[src/design/eiw_pkg.sv]
// shared constants of the external interrupt, nesting and wake block
package eiw_pkg;
	// register byte offsets on the wishbone slave
	localparam logic [7:0] OFS_CORE   = 8'h00;
	localparam logic [7:0] OFS_SENSE  = 8'h04;
	localparam logic [7:0] OFS_ENABLE = 8'h08;
	localparam logic [7:0] OFS_PCMASK = 8'h0C;
	localparam logic [7:0] OFS_FLAGS  = 8'h10;
	localparam logic [7:0] OFS_IMASK  = 8'h14;
	localparam logic [7:0] OFS_STATE  = 8'h18;

	// field positions
	localparam int BIT_GIE     = 0;
	localparam int BIT_EXT0    = 0;
	localparam int BIT_EXT1    = 1;
	localparam int BIT_PCG0    = 2;
	localparam int SENSE_W     = 2;

	// reset values
	localparam logic       GIE_RST    = 1'h0;
	localparam logic [3:0] SENSE_RST  = 4'h0;
	localparam logic [2:0] ENABLE_RST = 3'h0;
	localparam logic [7:0] PCMASK_RST = 8'h00;
	localparam logic [2:0] FLAGS_RST  = 3'h0;
	localparam logic [2:0] IMASK_RST  = 3'h0;

	// sense select encodings {sense_select_high, sense_select_low}
	localparam logic [1:0] SENSE_LOW  = 2'h0;
	localparam logic [1:0] SENSE_ANY  = 2'h1;
	localparam logic [1:0] SENSE_FALL = 2'h2;
	localparam logic [1:0] SENSE_RISE = 2'h3;

	// vector numbers, lower number is higher priority
	localparam logic [1:0] VEC_NONE = 2'h0;
	localparam logic [1:0] VEC_EXT0 = 2'h1;
	localparam logic [1:0] VEC_EXT1 = 2'h2;
	localparam logic [1:0] VEC_PCG0 = 2'h3;

	typedef enum logic [1:0] {
		ST_RUN  = 2'b01,
		ST_DOWN = 2'b10
	} eiw_pwr_t;
endpackage

[src/design/eiw_ctrl.sv]
// external interrupt controller: sensing, flags, priority, nesting and power-down wake
//
// What this block does
// entering any handler clears the global enable so nothing else is taken until it is set again.
// setting the global enable inside a handler lets another enabled pending request be taken at once.
// an enabled pin is still sensed while it is driven as an output, giving a software interrupt.
// pin-change group zero raises one request when any of its eight enabled lines toggles.
// a pin-change line requests on both rising and falling transitions, once per transition.
// external interrupt zero in level mode wakes the device from power-down and its handler runs.
// sense select 00 is low level, 01 any edge, 10 falling edge, 11 rising edge.
// edge-sensed pins are sampled on the clock, pulses longer than one period always request while running, never in power-down.
// simultaneous requests are served lowest vector first, zero ahead of one.
// a flag raised while the global enable is clear stays pending until the enable returns, unless the flags register is read.
`timescale 1ns/100ps
module eiw_ctrl #(
	parameter int PC_LINES = 8,
	parameter int DEPTH_W  = 4
) (
	input  wire logic                clk_i,
	input  wire logic                rst_i,
	input  wire logic                ce_i,
	input  wire logic                wb_cyc_i,
	input  wire logic                wb_stb_i,
	input  wire logic                wb_we_i,
	input  wire logic [7:0]          wb_adr_i,
	input  wire logic [3:0]          wb_sel_i,
	input  wire logic [31:0]         wb_dat_i,
	output logic      [31:0]         wb_dat_o,
	output logic                     wb_ack_o,
	input  wire logic [1:0]          ext_pin_i,
	input  wire logic [PC_LINES-1:0] pc_pin_i,
	input  wire logic                irq_ack_i,
	input  wire logic                irq_ret_i,
	input  wire logic                sleep_req_i,
	output logic                     irq_req_o,
	output logic      [1:0]          irq_vec_o,
	output logic                     awake_o,
	output logic                     irq_o
);
	logic                gie_q;
	logic [3:0]          sense_q;
	logic [2:0]          enable_q;
	logic [PC_LINES-1:0] pcmask_q;
	logic [2:0]          flags_q;
	logic [2:0]          flags_d;
	logic [2:0]          imask_q;
	logic [DEPTH_W-1:0]  depth_q;
	logic                ack_q;
	logic [31:0]         dat_q;
	eiw_pkg::eiw_pwr_t   pwr_q;

	logic [1:0]          ext_lvl;
	logic [1:0]          ext_rise;
	logic [1:0]          ext_fall;
	logic [PC_LINES-1:0] pc_lvl;
	logic [PC_LINES-1:0] pc_rise;
	logic [PC_LINES-1:0] pc_fall;

	// pads are read straight from the pin, whatever its direction, so driving the pin raises a request
	eiw_pin_sync #(.W(2)) u_ext_sync (
		.clk_i   (clk_i),
		.rst_i   (rst_i),
		.ce_i    (ce_i),
		.pin_i   (ext_pin_i),
		.level_o (ext_lvl),
		.rise_o  (ext_rise),
		.fall_o  (ext_fall)
	);

	eiw_pin_sync #(.W(PC_LINES)) u_pc_sync (
		.clk_i   (clk_i),
		.rst_i   (rst_i),
		.ce_i    (ce_i),
		.pin_i   (pc_pin_i),
		.level_o (pc_lvl),
		.rise_o  (pc_rise),
		.fall_o  (pc_fall)
	);

	// bus decode
	wire       running   = (pwr_q == eiw_pkg::ST_RUN);
	wire       bus_req   = wb_cyc_i & wb_stb_i;
	wire       bus_take  = bus_req & ack_q & ce_i;
	wire       wr_lo     = bus_take & wb_we_i & wb_sel_i[0];
	wire       wr_core   = wr_lo & (wb_adr_i == eiw_pkg::OFS_CORE);
	wire       wr_sense  = wr_lo & (wb_adr_i == eiw_pkg::OFS_SENSE);
	wire       wr_enable = wr_lo & (wb_adr_i == eiw_pkg::OFS_ENABLE);
	wire       wr_pcmask = wr_lo & (wb_adr_i == eiw_pkg::OFS_PCMASK);
	wire       wr_imask  = wr_lo & (wb_adr_i == eiw_pkg::OFS_IMASK);
	wire       rd_flags  = bus_take & ~wb_we_i & (wb_adr_i == eiw_pkg::OFS_FLAGS);

	// per-channel sense decode; a level request carries no flag, it lasts while the pin is low
	logic [1:0] ext_edge;
	logic [1:0] ext_level_req;
	genvar gi;
	generate
		for (gi = 0; gi < 2; gi++) begin : g_sense
			wire [1:0] sel = sense_q[gi*eiw_pkg::SENSE_W +: eiw_pkg::SENSE_W];
			assign ext_level_req[gi] = (sel == eiw_pkg::SENSE_LOW) & ~ext_lvl[gi];
			assign ext_edge[gi] = ((sel == eiw_pkg::SENSE_ANY)  & (ext_rise[gi] | ext_fall[gi])) |
			                      ((sel == eiw_pkg::SENSE_FALL) & ext_fall[gi]) |
			                      ((sel == eiw_pkg::SENSE_RISE) & ext_rise[gi]);
		end
	endgenerate

	// pin-change lines are sensed without the clock in a real part, so they also act in power-down
	wire pc_toggle = |((pc_rise | pc_fall) & pcmask_q);
	// edge sampling needs the core clock, which power-down stops
	wire [2:0] flag_set = {pc_toggle, ext_edge & {2{running}}};

	wire [2:0] pend = enable_q & (flags_q | {1'b0, ext_level_req});

	// fixed priority by vector number
	assign irq_vec_o = pend[eiw_pkg::BIT_EXT0] ? eiw_pkg::VEC_EXT0 :
	                   pend[eiw_pkg::BIT_EXT1] ? eiw_pkg::VEC_EXT1 :
	                   pend[eiw_pkg::BIT_PCG0] ? eiw_pkg::VEC_PCG0 : eiw_pkg::VEC_NONE;
	assign irq_req_o = gie_q & running & (|pend);
	assign awake_o   = running;

	wire       taking  = irq_ack_i & irq_req_o & ce_i;
	wire [2:0] take_oh = {irq_vec_o == eiw_pkg::VEC_PCG0, irq_vec_o == eiw_pkg::VEC_EXT1,
	                      irq_vec_o == eiw_pkg::VEC_EXT0} & {3{taking}};

	// a new event in the clearing cycle wins over both the read clear and the handler-entry clear
	always_comb begin
		flags_d = flags_q;
		if (rd_flags) begin
			flags_d = '0;
		end
		flags_d = (flags_d & ~take_oh) | flag_set;
	end

	wire wake = (enable_q[eiw_pkg::BIT_EXT0] & ext_level_req[0]) |
	            (enable_q[eiw_pkg::BIT_EXT1] & ext_level_req[1]) |
	            (enable_q[eiw_pkg::BIT_PCG0] & flags_q[eiw_pkg::BIT_PCG0]);

	always_ff @(posedge clk_i) begin
		if (rst_i) begin
			pwr_q <= eiw_pkg::ST_RUN;
		end else if (ce_i) begin
			unique case (pwr_q)
				eiw_pkg::ST_RUN: begin
					if (sleep_req_i) begin
						pwr_q <= eiw_pkg::ST_DOWN;
					end
				end
				eiw_pkg::ST_DOWN: begin
					if (wake) begin
						pwr_q <= eiw_pkg::ST_RUN;
					end
				end
			endcase
		end
	end

	always_ff @(posedge clk_i) begin
		if (rst_i) begin
			gie_q <= eiw_pkg::GIE_RST;
		end else if (ce_i) begin
			if (taking) begin
				gie_q <= 1'b0;
			end else if (wr_core) begin
				gie_q <= wb_dat_i[eiw_pkg::BIT_GIE];
			end else if (irq_ret_i) begin
				gie_q <= 1'b1;
			end
		end
	end

	// nesting depth saturates at both ends so an unbalanced return cannot wrap it
	always_ff @(posedge clk_i) begin
		if (rst_i) begin
			depth_q <= '0;
		end else if (ce_i) begin
			if (taking && !irq_ret_i && depth_q != '1) begin
				depth_q <= depth_q + 1'b1;
			end else if (irq_ret_i && !taking && depth_q != '0) begin
				depth_q <= depth_q - 1'b1;
			end
		end
	end

	always_ff @(posedge clk_i) begin
		if (rst_i) begin
			sense_q  <= eiw_pkg::SENSE_RST;
			enable_q <= eiw_pkg::ENABLE_RST;
			pcmask_q <= PC_LINES'(eiw_pkg::PCMASK_RST);
			imask_q  <= eiw_pkg::IMASK_RST;
			flags_q  <= eiw_pkg::FLAGS_RST;
		end else if (ce_i) begin
			flags_q <= flags_d;
			if (wr_sense) begin
				sense_q <= wb_dat_i[3:0];
			end
			if (wr_enable) begin
				enable_q <= wb_dat_i[2:0];
			end
			if (wr_pcmask) begin
				pcmask_q <= wb_dat_i[PC_LINES-1:0];
			end
			if (wr_imask) begin
				imask_q <= wb_dat_i[2:0];
			end
		end
	end

	// read mux, unmapped offsets read zero
	wire [31:0] rdata =
		(wb_adr_i == eiw_pkg::OFS_CORE)   ? {31'h0000_0000, gie_q} :
		(wb_adr_i == eiw_pkg::OFS_SENSE)  ? {28'h000_0000, sense_q} :
		(wb_adr_i == eiw_pkg::OFS_ENABLE) ? {29'h000_0000, enable_q} :
		(wb_adr_i == eiw_pkg::OFS_PCMASK) ? 32'(pcmask_q) :
		(wb_adr_i == eiw_pkg::OFS_FLAGS)  ? {29'h000_0000, flags_q} :
		(wb_adr_i == eiw_pkg::OFS_IMASK)  ? {29'h000_0000, imask_q} :
		(wb_adr_i == eiw_pkg::OFS_STATE)  ? 32'({depth_q, ext_lvl, ~running, irq_req_o}) :
		32'h0000_0000;

	// registered ack: one wait state, every access answered, ack drops after one cycle
	always_ff @(posedge clk_i) begin
		if (rst_i) begin
			ack_q <= 1'b0;
			dat_q <= 32'h0000_0000;
		end else if (ce_i) begin
			ack_q <= bus_req & ~ack_q;
			if (bus_req && !ack_q) begin
				dat_q <= rdata;
			end
		end
	end

	assign wb_ack_o = ack_q;
	assign wb_dat_o = dat_q;
	assign irq_o    = |(flags_q & imask_q);
endmodule // eiw_ctrl

[src/design/eiw_pin_sync.sv]
// two-flop pin synchroniser with edge detection
`timescale 1ns/100ps
module eiw_pin_sync #(
	parameter int W = 2
) (
	input  wire logic         clk_i,
	input  wire logic         rst_i,
	input  wire logic         ce_i,
	input  wire logic [W-1:0] pin_i,
	output logic      [W-1:0] level_o,
	output logic      [W-1:0] rise_o,
	output logic      [W-1:0] fall_o
);
	logic [W-1:0] meta_q;
	logic [W-1:0] sync_q;
	logic [W-1:0] prev_q;

	// resets to high so an idle pulled-up pin gives no edge at start
	always_ff @(posedge clk_i) begin
		if (rst_i) begin
			meta_q <= '1;
			sync_q <= '1;
			prev_q <= '1;
		end else if (ce_i) begin
			meta_q <= pin_i;
			sync_q <= meta_q;
			prev_q <= sync_q;
		end
	end

	assign level_o = sync_q;
	assign rise_o  = sync_q & ~prev_q;
	assign fall_o  = ~sync_q & prev_q;
endmodule // eiw_pin_sync

[config.mk]
export PLATFORM = sky130hd
export DESIGN_NAME = eiw_ctrl
export DESIGN_NICKNAME = d
export VERILOG_FILES = /design/src/design/eiw_pkg.sv /design/src/design/eiw_ctrl.sv /design/src/design/eiw_pin_sync.sv
export SDC_FILE = /design/constraint.sdc
export NUM_CORES = 1
export LEC_CHECK = 0
export BUFFER_PORTS_ARGS = -buffer_cell sky130_fd_sc_hd__buf_4
export CORE_AREA = 2 2 83 85
export DETAILED_ROUTE_END_ITERATION = 8
export DIE_AREA = 0 0 85 87
export PLACE_DENSITY = 0.91
export SLEW_MARGIN = 20
export SYNTH_ARGS = -nofsm -noshare
export SYNTH_HDL_FRONTEND = slang
export SYNTH_SLANG_ARGS = --single-unit
[constraint.sdc]
create_clock -name clk_i -period 7.5 [get_ports clk_i]
set_input_delay 1.125 -clock clk_i [delete_from_list [all_inputs] [get_ports clk_i]]
set_output_delay 1.125 -clock clk_i [all_outputs]
set_load 0.01 [all_outputs]
# [Word level (Yosys, flattened, before mapping)]
# Index checks and enable logic that the tools add are counted.
[classes] n_mux=19 addsub=2 reduce_logical=25 n_eq_ne=20 n_bitwise=59
[ops] operator="two-way mux 8 bit" count=7
[ops] operator="AND 1 bit" count=28
[ops] operator="AND 8 bit" count=3
[ops] operator="equality test 8 x 5 -> 1 bit (second input constant)" count=3
[ops] operator="equality test 8 x 4 -> 1 bit (second input constant)" count=2
[ops] operator="inverter 8 bit" count=2
[ops] operator="equality test 2 bit (second input constant)" count=7
[ops] operator="AND reduction 2 bit" count=7
[ops] operator="AND 3 bit" count=4
[ops] operator="two-way mux 2 bit" count=5
[ops] operator="equality test 2 x 1 -> 1 bit (second input constant)" count=4
[ops] operator="equality test 8 x 3 -> 1 bit (second input constant)" count=1
[ops] operator="logical NOT 8 bit" count=1
[ops] operator="two-way mux 4 bit" count=2
[ops] operator="bitwise OR 1 bit" count=8
[ops] operator="bitwise OR 8 bit" count=1
[ops] operator="OR reduction 8 bit" count=1
[ops] operator="AND 2 bit" count=3
[ops] operator="OR reduction 3 bit" count=2
[ops] operator="logical AND 1 bit" count=5
[ops] operator="inverter 1 bit" count=5
[ops] operator="adder 4 x 1 -> 4 bit (second input constant)" count=1
[ops] operator="logical NOT 2 bit" count=2
[ops] operator="!= test 2 bit (second input constant)" count=2
[ops] operator="14 further kinds" count=19
[word_totals] elab_cells=141 ff_bits=91

# [Depth between registers and ports, before layout]
# Gate-level depths: netlist of run 1.
[logic_depth] depth_word=13 mapped_depth=11 mapped_depth_nobuf=10

# [Cells and area by module]
# A second synthesis of run 1 with hierarchy kept.
[unflattened] hier_cells=408 hier_area_um2=3608.5
[modules_own_cells] module="eiw_ctrl" instances=1 area_each_um2=2353.5 cells_each=290
[modules_own_cells] module="eiw_pin_sync at u_pc_sync" instances=1 area_each_um2=997.2 cells_each=95
[modules_own_cells] module="eiw_pin_sync at u_ext_sync" instances=1 area_each_um2=257.7 cells_each=23

# [Least setup slack after synthesis of run 1]
# Ideal clock, no wire load.
[synth_path] kind="input to register" start="input ce_i" end="register depth_q[3]" stages=11 t_arrival_ns=3.203 slack_ns=4.174 required_time_ns=7.377 cell_sequence="buf_4 -> and3b_1 -> and3_1 -> a21boi_0 -> nand2_1 -> ha_1 -> a21o_1 -> a21oi_1 -> nand2_1 -> o32a_1 -> mux2_1"
[synth_between] elab_chain_len=6 word_cells_on_any_way=9 cone_classes="1 x mux; 1 x bitwise; 7 x reduce/logical"
[synth_lines] item="start, declared" line_no="eiw_ctrl.sv:21" text="input wire logic ce_i,"
[synth_lines] item="AND 1 bit" line_no="eiw_ctrl.sv:120" text="wire taking = irq_ack_i & irq_req_o & ce_i;"
[synth_lines] item="logical NOT 1 bit" line_no="eiw_ctrl.sv:177" text="end else if (irq_ret_i && !taking && depth_q != '0) begin"
[synth_lines] item="logical AND 1 bit (2 in a row)" line_no="eiw_ctrl.sv:177"
[synth_lines] item="nonzero test 2 bit (no source line)"
[synth_lines] item="AND reduction 2 bit (no source line)"
[synth_lines] item="end signal, assigned" line_no="eiw_ctrl.sv:176" text="depth_q <= depth_q + 1'b1;"
[synth_lines] item="end signal, assigned" line_no="eiw_ctrl.sv:178" text="depth_q <= depth_q - 1'b1;"
[synth_lines] item="end, declared" line_no="eiw_ctrl.sv:47" text="logic [DEPTH_W-1:0] depth_q;"
# Parallel ways exist; a longest one is shown, timed or not.
# A chain may end at the register's enable or synchronous reset.

# [Final worst setup path of run 1]
# Same ends and word-level chain as after synthesis.

==> flow_summary.json, run 1 <==
{
  "grt.met3_usage_pct": 6.82,
  "cts_buffers": 9,
  "die_h_um": 87,
  "yosys_warnings": 0,
  "dp_hpwl_mm": 6.03,
  "synth_cell_types": 61,
  "track_usage_pct": 23.1,
  "cts-root-buf": "clkbuf_8",
  "die-area_um2": 7400,
  "initialDrtViolationCount": 290,
  "r2r-start": "sense_q[1]",
  "grt_start_max_net_pins": 46,
  "first_global_vias": 2761,
  "crit_type": "input pin to flip-flop",
  "grt_pass1_wl_mm": 13.4,
  "critPathRequiredTime_ns": 7.75,
  "hold_viol": 0,
  "finalCoreUtilization_pct": 60.8,
  "numClockSinks": 67,
  "drv_slew": 0,
  "timing.final.crit_share_pct": 50.0,
  "p_leak_uw": 0.00166,
  "crit_top_cell": "nand2_1",
  "syn-mean-instance-area_um2": 8.62,
  "clk_pin_slew_ns": 0.08,
  "min-delay-start": "wb_dat_o[1]",
  "cp_slowest_cell": "buf_4",
  "setup_viol": 0,
  "firstDrtPassIters": 4,
  "overflow": 0,
  "ctsHoldBuffers": 0,
  "path_max_fanout": 45,
  "ys_ff_latch": 67,
  "hold_ws_ns": 0.464,
  "drc": 0,
  "detail-route-antenna-nets": 0,
  "fillers": 578,
  "ir_drop_uv": 156,
  "gp_congestion": 0.913,
  "crit_path_max_incr_delay_ns": 0.48,
  "r2r_cells": 10,
  "ys_seq_area_share_pct": 38.3,
  "hold_path_depth": 2,
  "max_freq_ghz": 0.267,
  "fin_skew_ns": 0.00576,
  "slew-limit-headroom_pct": 34.4,
  "fin_nets": 517,
  "cp.arrival_ns": 4.00,
  "async_flop_share_pct": 0,
  "coreArea_um2": 6570,
  "rows": 30,
  "htree_levels": 3,
  "multi_input_area_um2": 1950,
  "synth-edff-count": 0,
  "worstSetupStartpointType": "input pin",
  "antenna_cells": 0,
  "synth_flop_cell": "dfxtp_1",
  "cts_tree": "done",
  "synth_top_area_share_pct": 38.3,
  "die_x_um": 85,
  "vias": 3019,
  "yosysTopAreaCell": "dfxtp_1",
  "path_cells": "buf_4, and3b_1, and3_1, a21boi_0, nand2_1, ha_1, a21o_1, a21oi_1, nand2_1, o32a_1, mux2_1",
  "worstSetupStartpoint": "ce_i",
  "antenna_found_initial": 0,
  "drive_above_1_share_pct": 17.0,
  "wl_per_cell_um": 15.6,
  "min_path_type": "flip-flop to flip-flop",
  "cp-end-kind": "flip-flop",
  "synth.area.top_cells": "dfxtp_1, mux2i_1, nand2_1, buf_4, a21oi_1",
  "clock_latency_ns": 0.36,
  "layout_commonest_cell": "nand2_1",
  "postCtsResizedCells": 0,
  "syn_inst": 406,
  "port_buffers": 49,
  "postCtsSetupRepairBufs": 0,
  "grtUsageMet2_pct": 39.2,
  "fin_crit_ns": 3.75,
  "status": "completed",
  "cap_violations": 0,
  "area_growth_pct": 14.2,
  "register_area_um2": 1340,
  "use_met1_pct": 27.8,
  "rsz0062_at_grt": "no",
  "grt-busiest-layer": "met2",
  "setup-tns-final_ns": 0,
  "clockBufferDepth": 2,
  "power_density_nw_per_um2": 195,
  "tightest_slew_ns": 0.977,
  "totalWireLength_mm": 8.28,
  "ios": 101,
  "viasPerCell": 5.67,
  "start_util_pct": 53.3,
  "synth.cell_area_um2": 3500,
  "final_cell_mix": "nand2_1, dfxtp_1, buf_4"
}
## area by class of cell
type,count,area share [%]
multi-input combinational,312,48.8
sequential,67,33.6
timing repair buffer,49,9.20
clock buffer,9,3.10
tap,80,2.50
clock inverter,7,2.10
inverter,8,0.751
## path summary, 6_finish.rpt
| path | endpoint | slack, ns |
|---|---|---|
| hold / removal | wb_dat_o[1] | 0.46 |
| setup reg to reg | depth_q[3] | 4.64 |
| setup / recovery | depth_q[3] | 3.75 |
| hold reg to reg | wb_dat_o[1] | 0.46 |
## sequential cells by signal, indices dropped and copies added (netlist names)
register and flops:
u_ext_sync.prev_q 2, depth_q 4, flags_q 3, wb_ack_o 1, u_pc_sync.level_o 8, pcmask_q 8
u_ext_sync.level_o 2, gie_q 1, u_pc_sync.meta_q 8, pwr_q 2, sense_q 4, enable_q 3
u_pc_sync.prev_q 8, u_ext_sync.meta_q 2, imask_q 3, wb_dat_o 8
## worst max-delay path: cells and delay by family
kind	cells	cell delay, ns
compound gates	4	0.92
fa+ha+maj	1	0.31
buf+inv	1	0.48
mux	1	0.32
simple gates	4	0.83
## report_power, final
part	switching, µW	internal (µW)	leakage [µW]
Combinational	48.2	37.2	0.00101
Clock	156	159	0.000102
Sequential	10.7	367	0.000546
## cells by family after synthesis
| kind of cell | count (synthesis) | synth area share [%] |
|---|---|---|
| AND/OR/NAND/NOR | 156 | 21.4 |
| flip-flops | 67 | 38.3 |
| XOR/XNOR | 9 | 2.25 |
| adder cells (fa/ha/maj) | 7 | 2.72 |
| AO/OA/AOI/OAI | 77 | 15.5 |
| multiplexers | 39 | 11.2 |
| other | 1 | 0.107 |
| buffers and inverters | 50 | 8.54 |
## Yosys cell counts, drive strengths merged, types with 4 or more instances
cell	number
nand4	5
o21ai	7
nand3	16
nand2b	5
clkbuf	11
nand2	73
o211ai	5
dfxtp	67
nor3	7
nor4	4
a22o	9
a21oi	25
xor2	9
buf	31
ha	6
a22oi	4
mux2i	37
nor2	27
inv	7
nor2b	7
## metal layers
| layer | share of wire (%) | wire length (µm) | vias up |
|---|---|---|---|
| met5 | 0 | 0 | - |
| met4 | 2.4 | 197 | 0 |
| met2 | 49 | 4070 | 106 |
| met1 | 42 | 3450 | 1424 |
| li1 | - | - | 1471 |
| met3 | 6.8 | 566 | 18 |
## stage by stage
| step | setup slack [ns] | instances | power [µW] | area, µm² |
|---|---|---|---|---|
| after floorplan | 4.17 | 429 | 448 | 3590 |
| after global placement | 3.51 | 516 | 466 | 3790 |
| after detailed placement | 3.41 | 516 | 470 | 3790 |
| after CTS | 3.78 | 532 | 780 | 3990 |
| after global routing | 3.52 | 532 | 807 | 4000 |
| final | 3.75 | 532 | 778 | 4000 |
Note: power is estimated with default switching activity, not from simulation.
==> run 2, diff against run 1 <==
- ABC_AREA: default -> 1
- CORE_AREA: 2 2 83 85 -> 2 2 86 88
- DIE_AREA: 0 0 85 87 -> 0 0 88 90
- PLACE_DENSITY: 0.91 -> 0.86
- clock period: 7.5 -> 3.8 ns (I/O delays scaled with it)
==> run 2 against run 1 <==
Final cell count up 18%. Final area up 1.3%. Wire length down 3.9%. Combinational power up 98%.
==> flow_summary.json, run 2 <==
{
  "status": "completed",
  "die_x_um": 88,
  "detail-route-antenna-nets": 0,
  "die_h_um": 90,
  "holdPathEnd": "u_pc_sync.meta_q[2]",
  "fillers": 640,
  "crit_path_max_incr_delay_ns": 0.39,
  "first_global_vias": 2686,
  "drv_slew": 0,
  "area_growth_pct": 15.7,
  "layout_commonest_cell": "nand2_1",
  "cts_tree": "done",
  "synth_flop_cell": "dfxtp_1",
  "register_area_um2": 1340,
  "cp.arrival_ns": 2.56,
  "fin_skew_ns": 0.00826,
  "p_leak_uw": 0.00182,
  "synthTopCellsByCount": "nand2_1, dfxtp_1, inv_1",
  "rsz0062_at_grt": "no",
  "cap_violations": 0,
  "ir_drop_uv": 207,
  "cp_slowest_cell": "buf_4",
  "gp_congestion": 0.929,
  "path_max_fanout": 45,
  "syn-mean-instance-area_um2": 7.26,
  "rows": 31,
  "hold_viol": 0,
  "crit_type": "input pin to flip-flop",
  "synth.area.top_cells": "dfxtp_1, nand2_1, nand3_1, buf_4, o21ai_0",
  "cp-end-kind": "flip-flop",
  "fin_nets": 597,
  "synth_top_area_share_pct": 38.3,
  "antenna_found_initial": 0,
  "yosysTopAreaCell": "dfxtp_1",
  "critPathRequiredTime_ns": 4.05,
  "cp.buffers_inverters": 4,
  "synth_cell_types": 42,
  "overflow": 0,
  "r2r_slack_ns": 1.50,
  "postCtsResizedCells": 0,
  "ios": 101,
  "fin_crit_ns": 2.31,
  "crit_top_cell": "nand2_1",
  "totalWireLength_mm": 7.96,
  "max_freq_ghz": 0.433,
  "track_usage_pct": 20.2,
  "r2r_cells": 20,
  "antenna_cells": 0,
  "syn_inst": 482,
  "drc": 0,
  "ctsHoldBuffers": 0,
  "rr_endpoint": "depth_q[3]",
  "clock_latency_ns": 0.34,
  "initialDrtViolationCount": 224,
  "crit_family": "simple AND/OR/NAND/NOR gates",
  "yosys_warnings": 0,
  "clk_pin_slew_ns": 0.07,
  "synth.cell_area_um2": 3500,
  "r2r-start": "enable_q[1]",
  "setup-tns-final_ns": 0,
  "yosysMostFrequentCell": "nand2_1",
  "worstSetupStartpointType": "input pin",
  "multi_input_area_um2": 1820,
  "coreArea_um2": 7020,
  "numClockSinks": 67,
  "dp_hpwl_mm": 5.83,
  "min-delay-start": "pc_pin_i[2]",
  "cts-root-buf": "clkbuf_8",
  "grt_start_max_net_pins": 46,
  "path_cells": "buf_4, nand2_1, inv_1, nand3_4, inv_4, nand2_4, ha_1, nand2_1, nand2_1, a31oi_1, inv_1, nand2_1, nand2_1, nor2_4, nand2_1, nand2_1, nor2_1",
  "vias": 3236,
  "synth-edff-count": 0,
  "cts_buffers": 9,
  "setup_viol": 0,
  "power_density_nw_per_um2": 383,
  "postCtsSetupRepairBufs": 0,
  "clockBufferDepth": 2,
  "grt_pass1_wl_mm": 12.6,
  "timing.final.crit_share_pct": 60.8,
  "wl_per_cell_um": 12.6,
  "drive_above_1_share_pct": 18.3,
  "hold_ws_ns": 0.433,
  "firstDrtPassIters": 5,
  "min_path_type": "input pin to flip-flop",
  "hold_path_depth": 3,
  "die-area_um2": 7920,
  "start_util_pct": 49.9,
  "htree_levels": 3,
  "viasPerCell": 5.14,
  "async_flop_share_pct": 0,
  "ys_seq_area_share_pct": 38.3,
  "final_cell_mix": "nand2_1, dfxtp_1, buf_4",
  "ys_ff_latch": 67,
  "port_buffers": 49
}
==> run 2: cell types whose count changed after synthesis, sizes merged, moves of 10 or more <==
| cell | change |
|---|---|
| a21oi | +10 |
| nor2 | +21 |
| inv | +40 |
| o21ai | +34 |
| nand2 | +36 |
| mux2i | -37 |
| nand3 | +30 |
==> run 2: cell type report <==
cell class	instances	area share (%)
Inverter	48	4.51
Timing Repair Buffer	50	9.27
Tap cell	99	3.06
Clock inverter	5	1.95
Sequential cell	67	33.1
Multi-Input combinational cell	351	44.9
Clock buffer	10	3.15
==> run 2: routing by layer <==
layer	vias to the layer above	share of wire (%)	routed length, µm	track usage (%)
li1	1632	-	-	-
met1	1465	44	3500	26.4
met2	128	48	3800	32.4
met3	11	6.6	529	5.88
met4	0	1.7	133	5.38
met5	-	0	0	0
==> run 2: worst max path at each step <==
stage	depth (start not counted)	end	startpoint	slack, ns
after detailed placement	17	depth_q[3]	ce_i	1.15
after CTS	20	depth_q[3]	enable_q[1]	1.50
after global routing	17	depth_q[3]	ce_i	1.28
after global placement	17	depth_q[3]	ce_i	1.20
final	17	depth_q[3]	ce_i	1.49
after floorplan	17	depth_q[3]	ce_i	1.60
==> run 2: power breakdown <==
group          internal (µW)  switching, µW  leakage, µW
logic                   65.3            104      0.00117
registers                733           24.3     0.000549
clock network            365            261     0.000106
total                   1160            389      0.00182
==> run 2: stage by stage <==
step	std cells	setup WS [ns]	total power [µW]	util (%)	cell area, µm²
finish	630	1.49	1550	57.7	4050
global route	630	1.28	1620	57.7	4050
CTS	630	1.50	1570	57.7	4050
detailed placement	615	1.15	940	54.7	3840
global placement	615	1.20	933	54.7	3840
floorplan	505	1.60	898	-	3590
==> run 2: cell families after synthesis <==
logic type	after synthesis	share of synthesized area, %
flip-flops	67	38.3
XOR/XNOR	1	0.250
adder cells (fa/ha/maj)	7	2.72
other	1	0.107
AND/OR/NAND/NOR	220	30.0
buffers and inverters	87	12.2
AO/OA/AOI/OAI	99	16.4
==> run 2: worst min-delay path: cells and delay by family <==
| kind | cells | cell delay, ns |
|---|---|---|
| buffers and inverters | 1 | 0.08 |
| AND/OR/NAND/NOR | 2 | 0.10 |
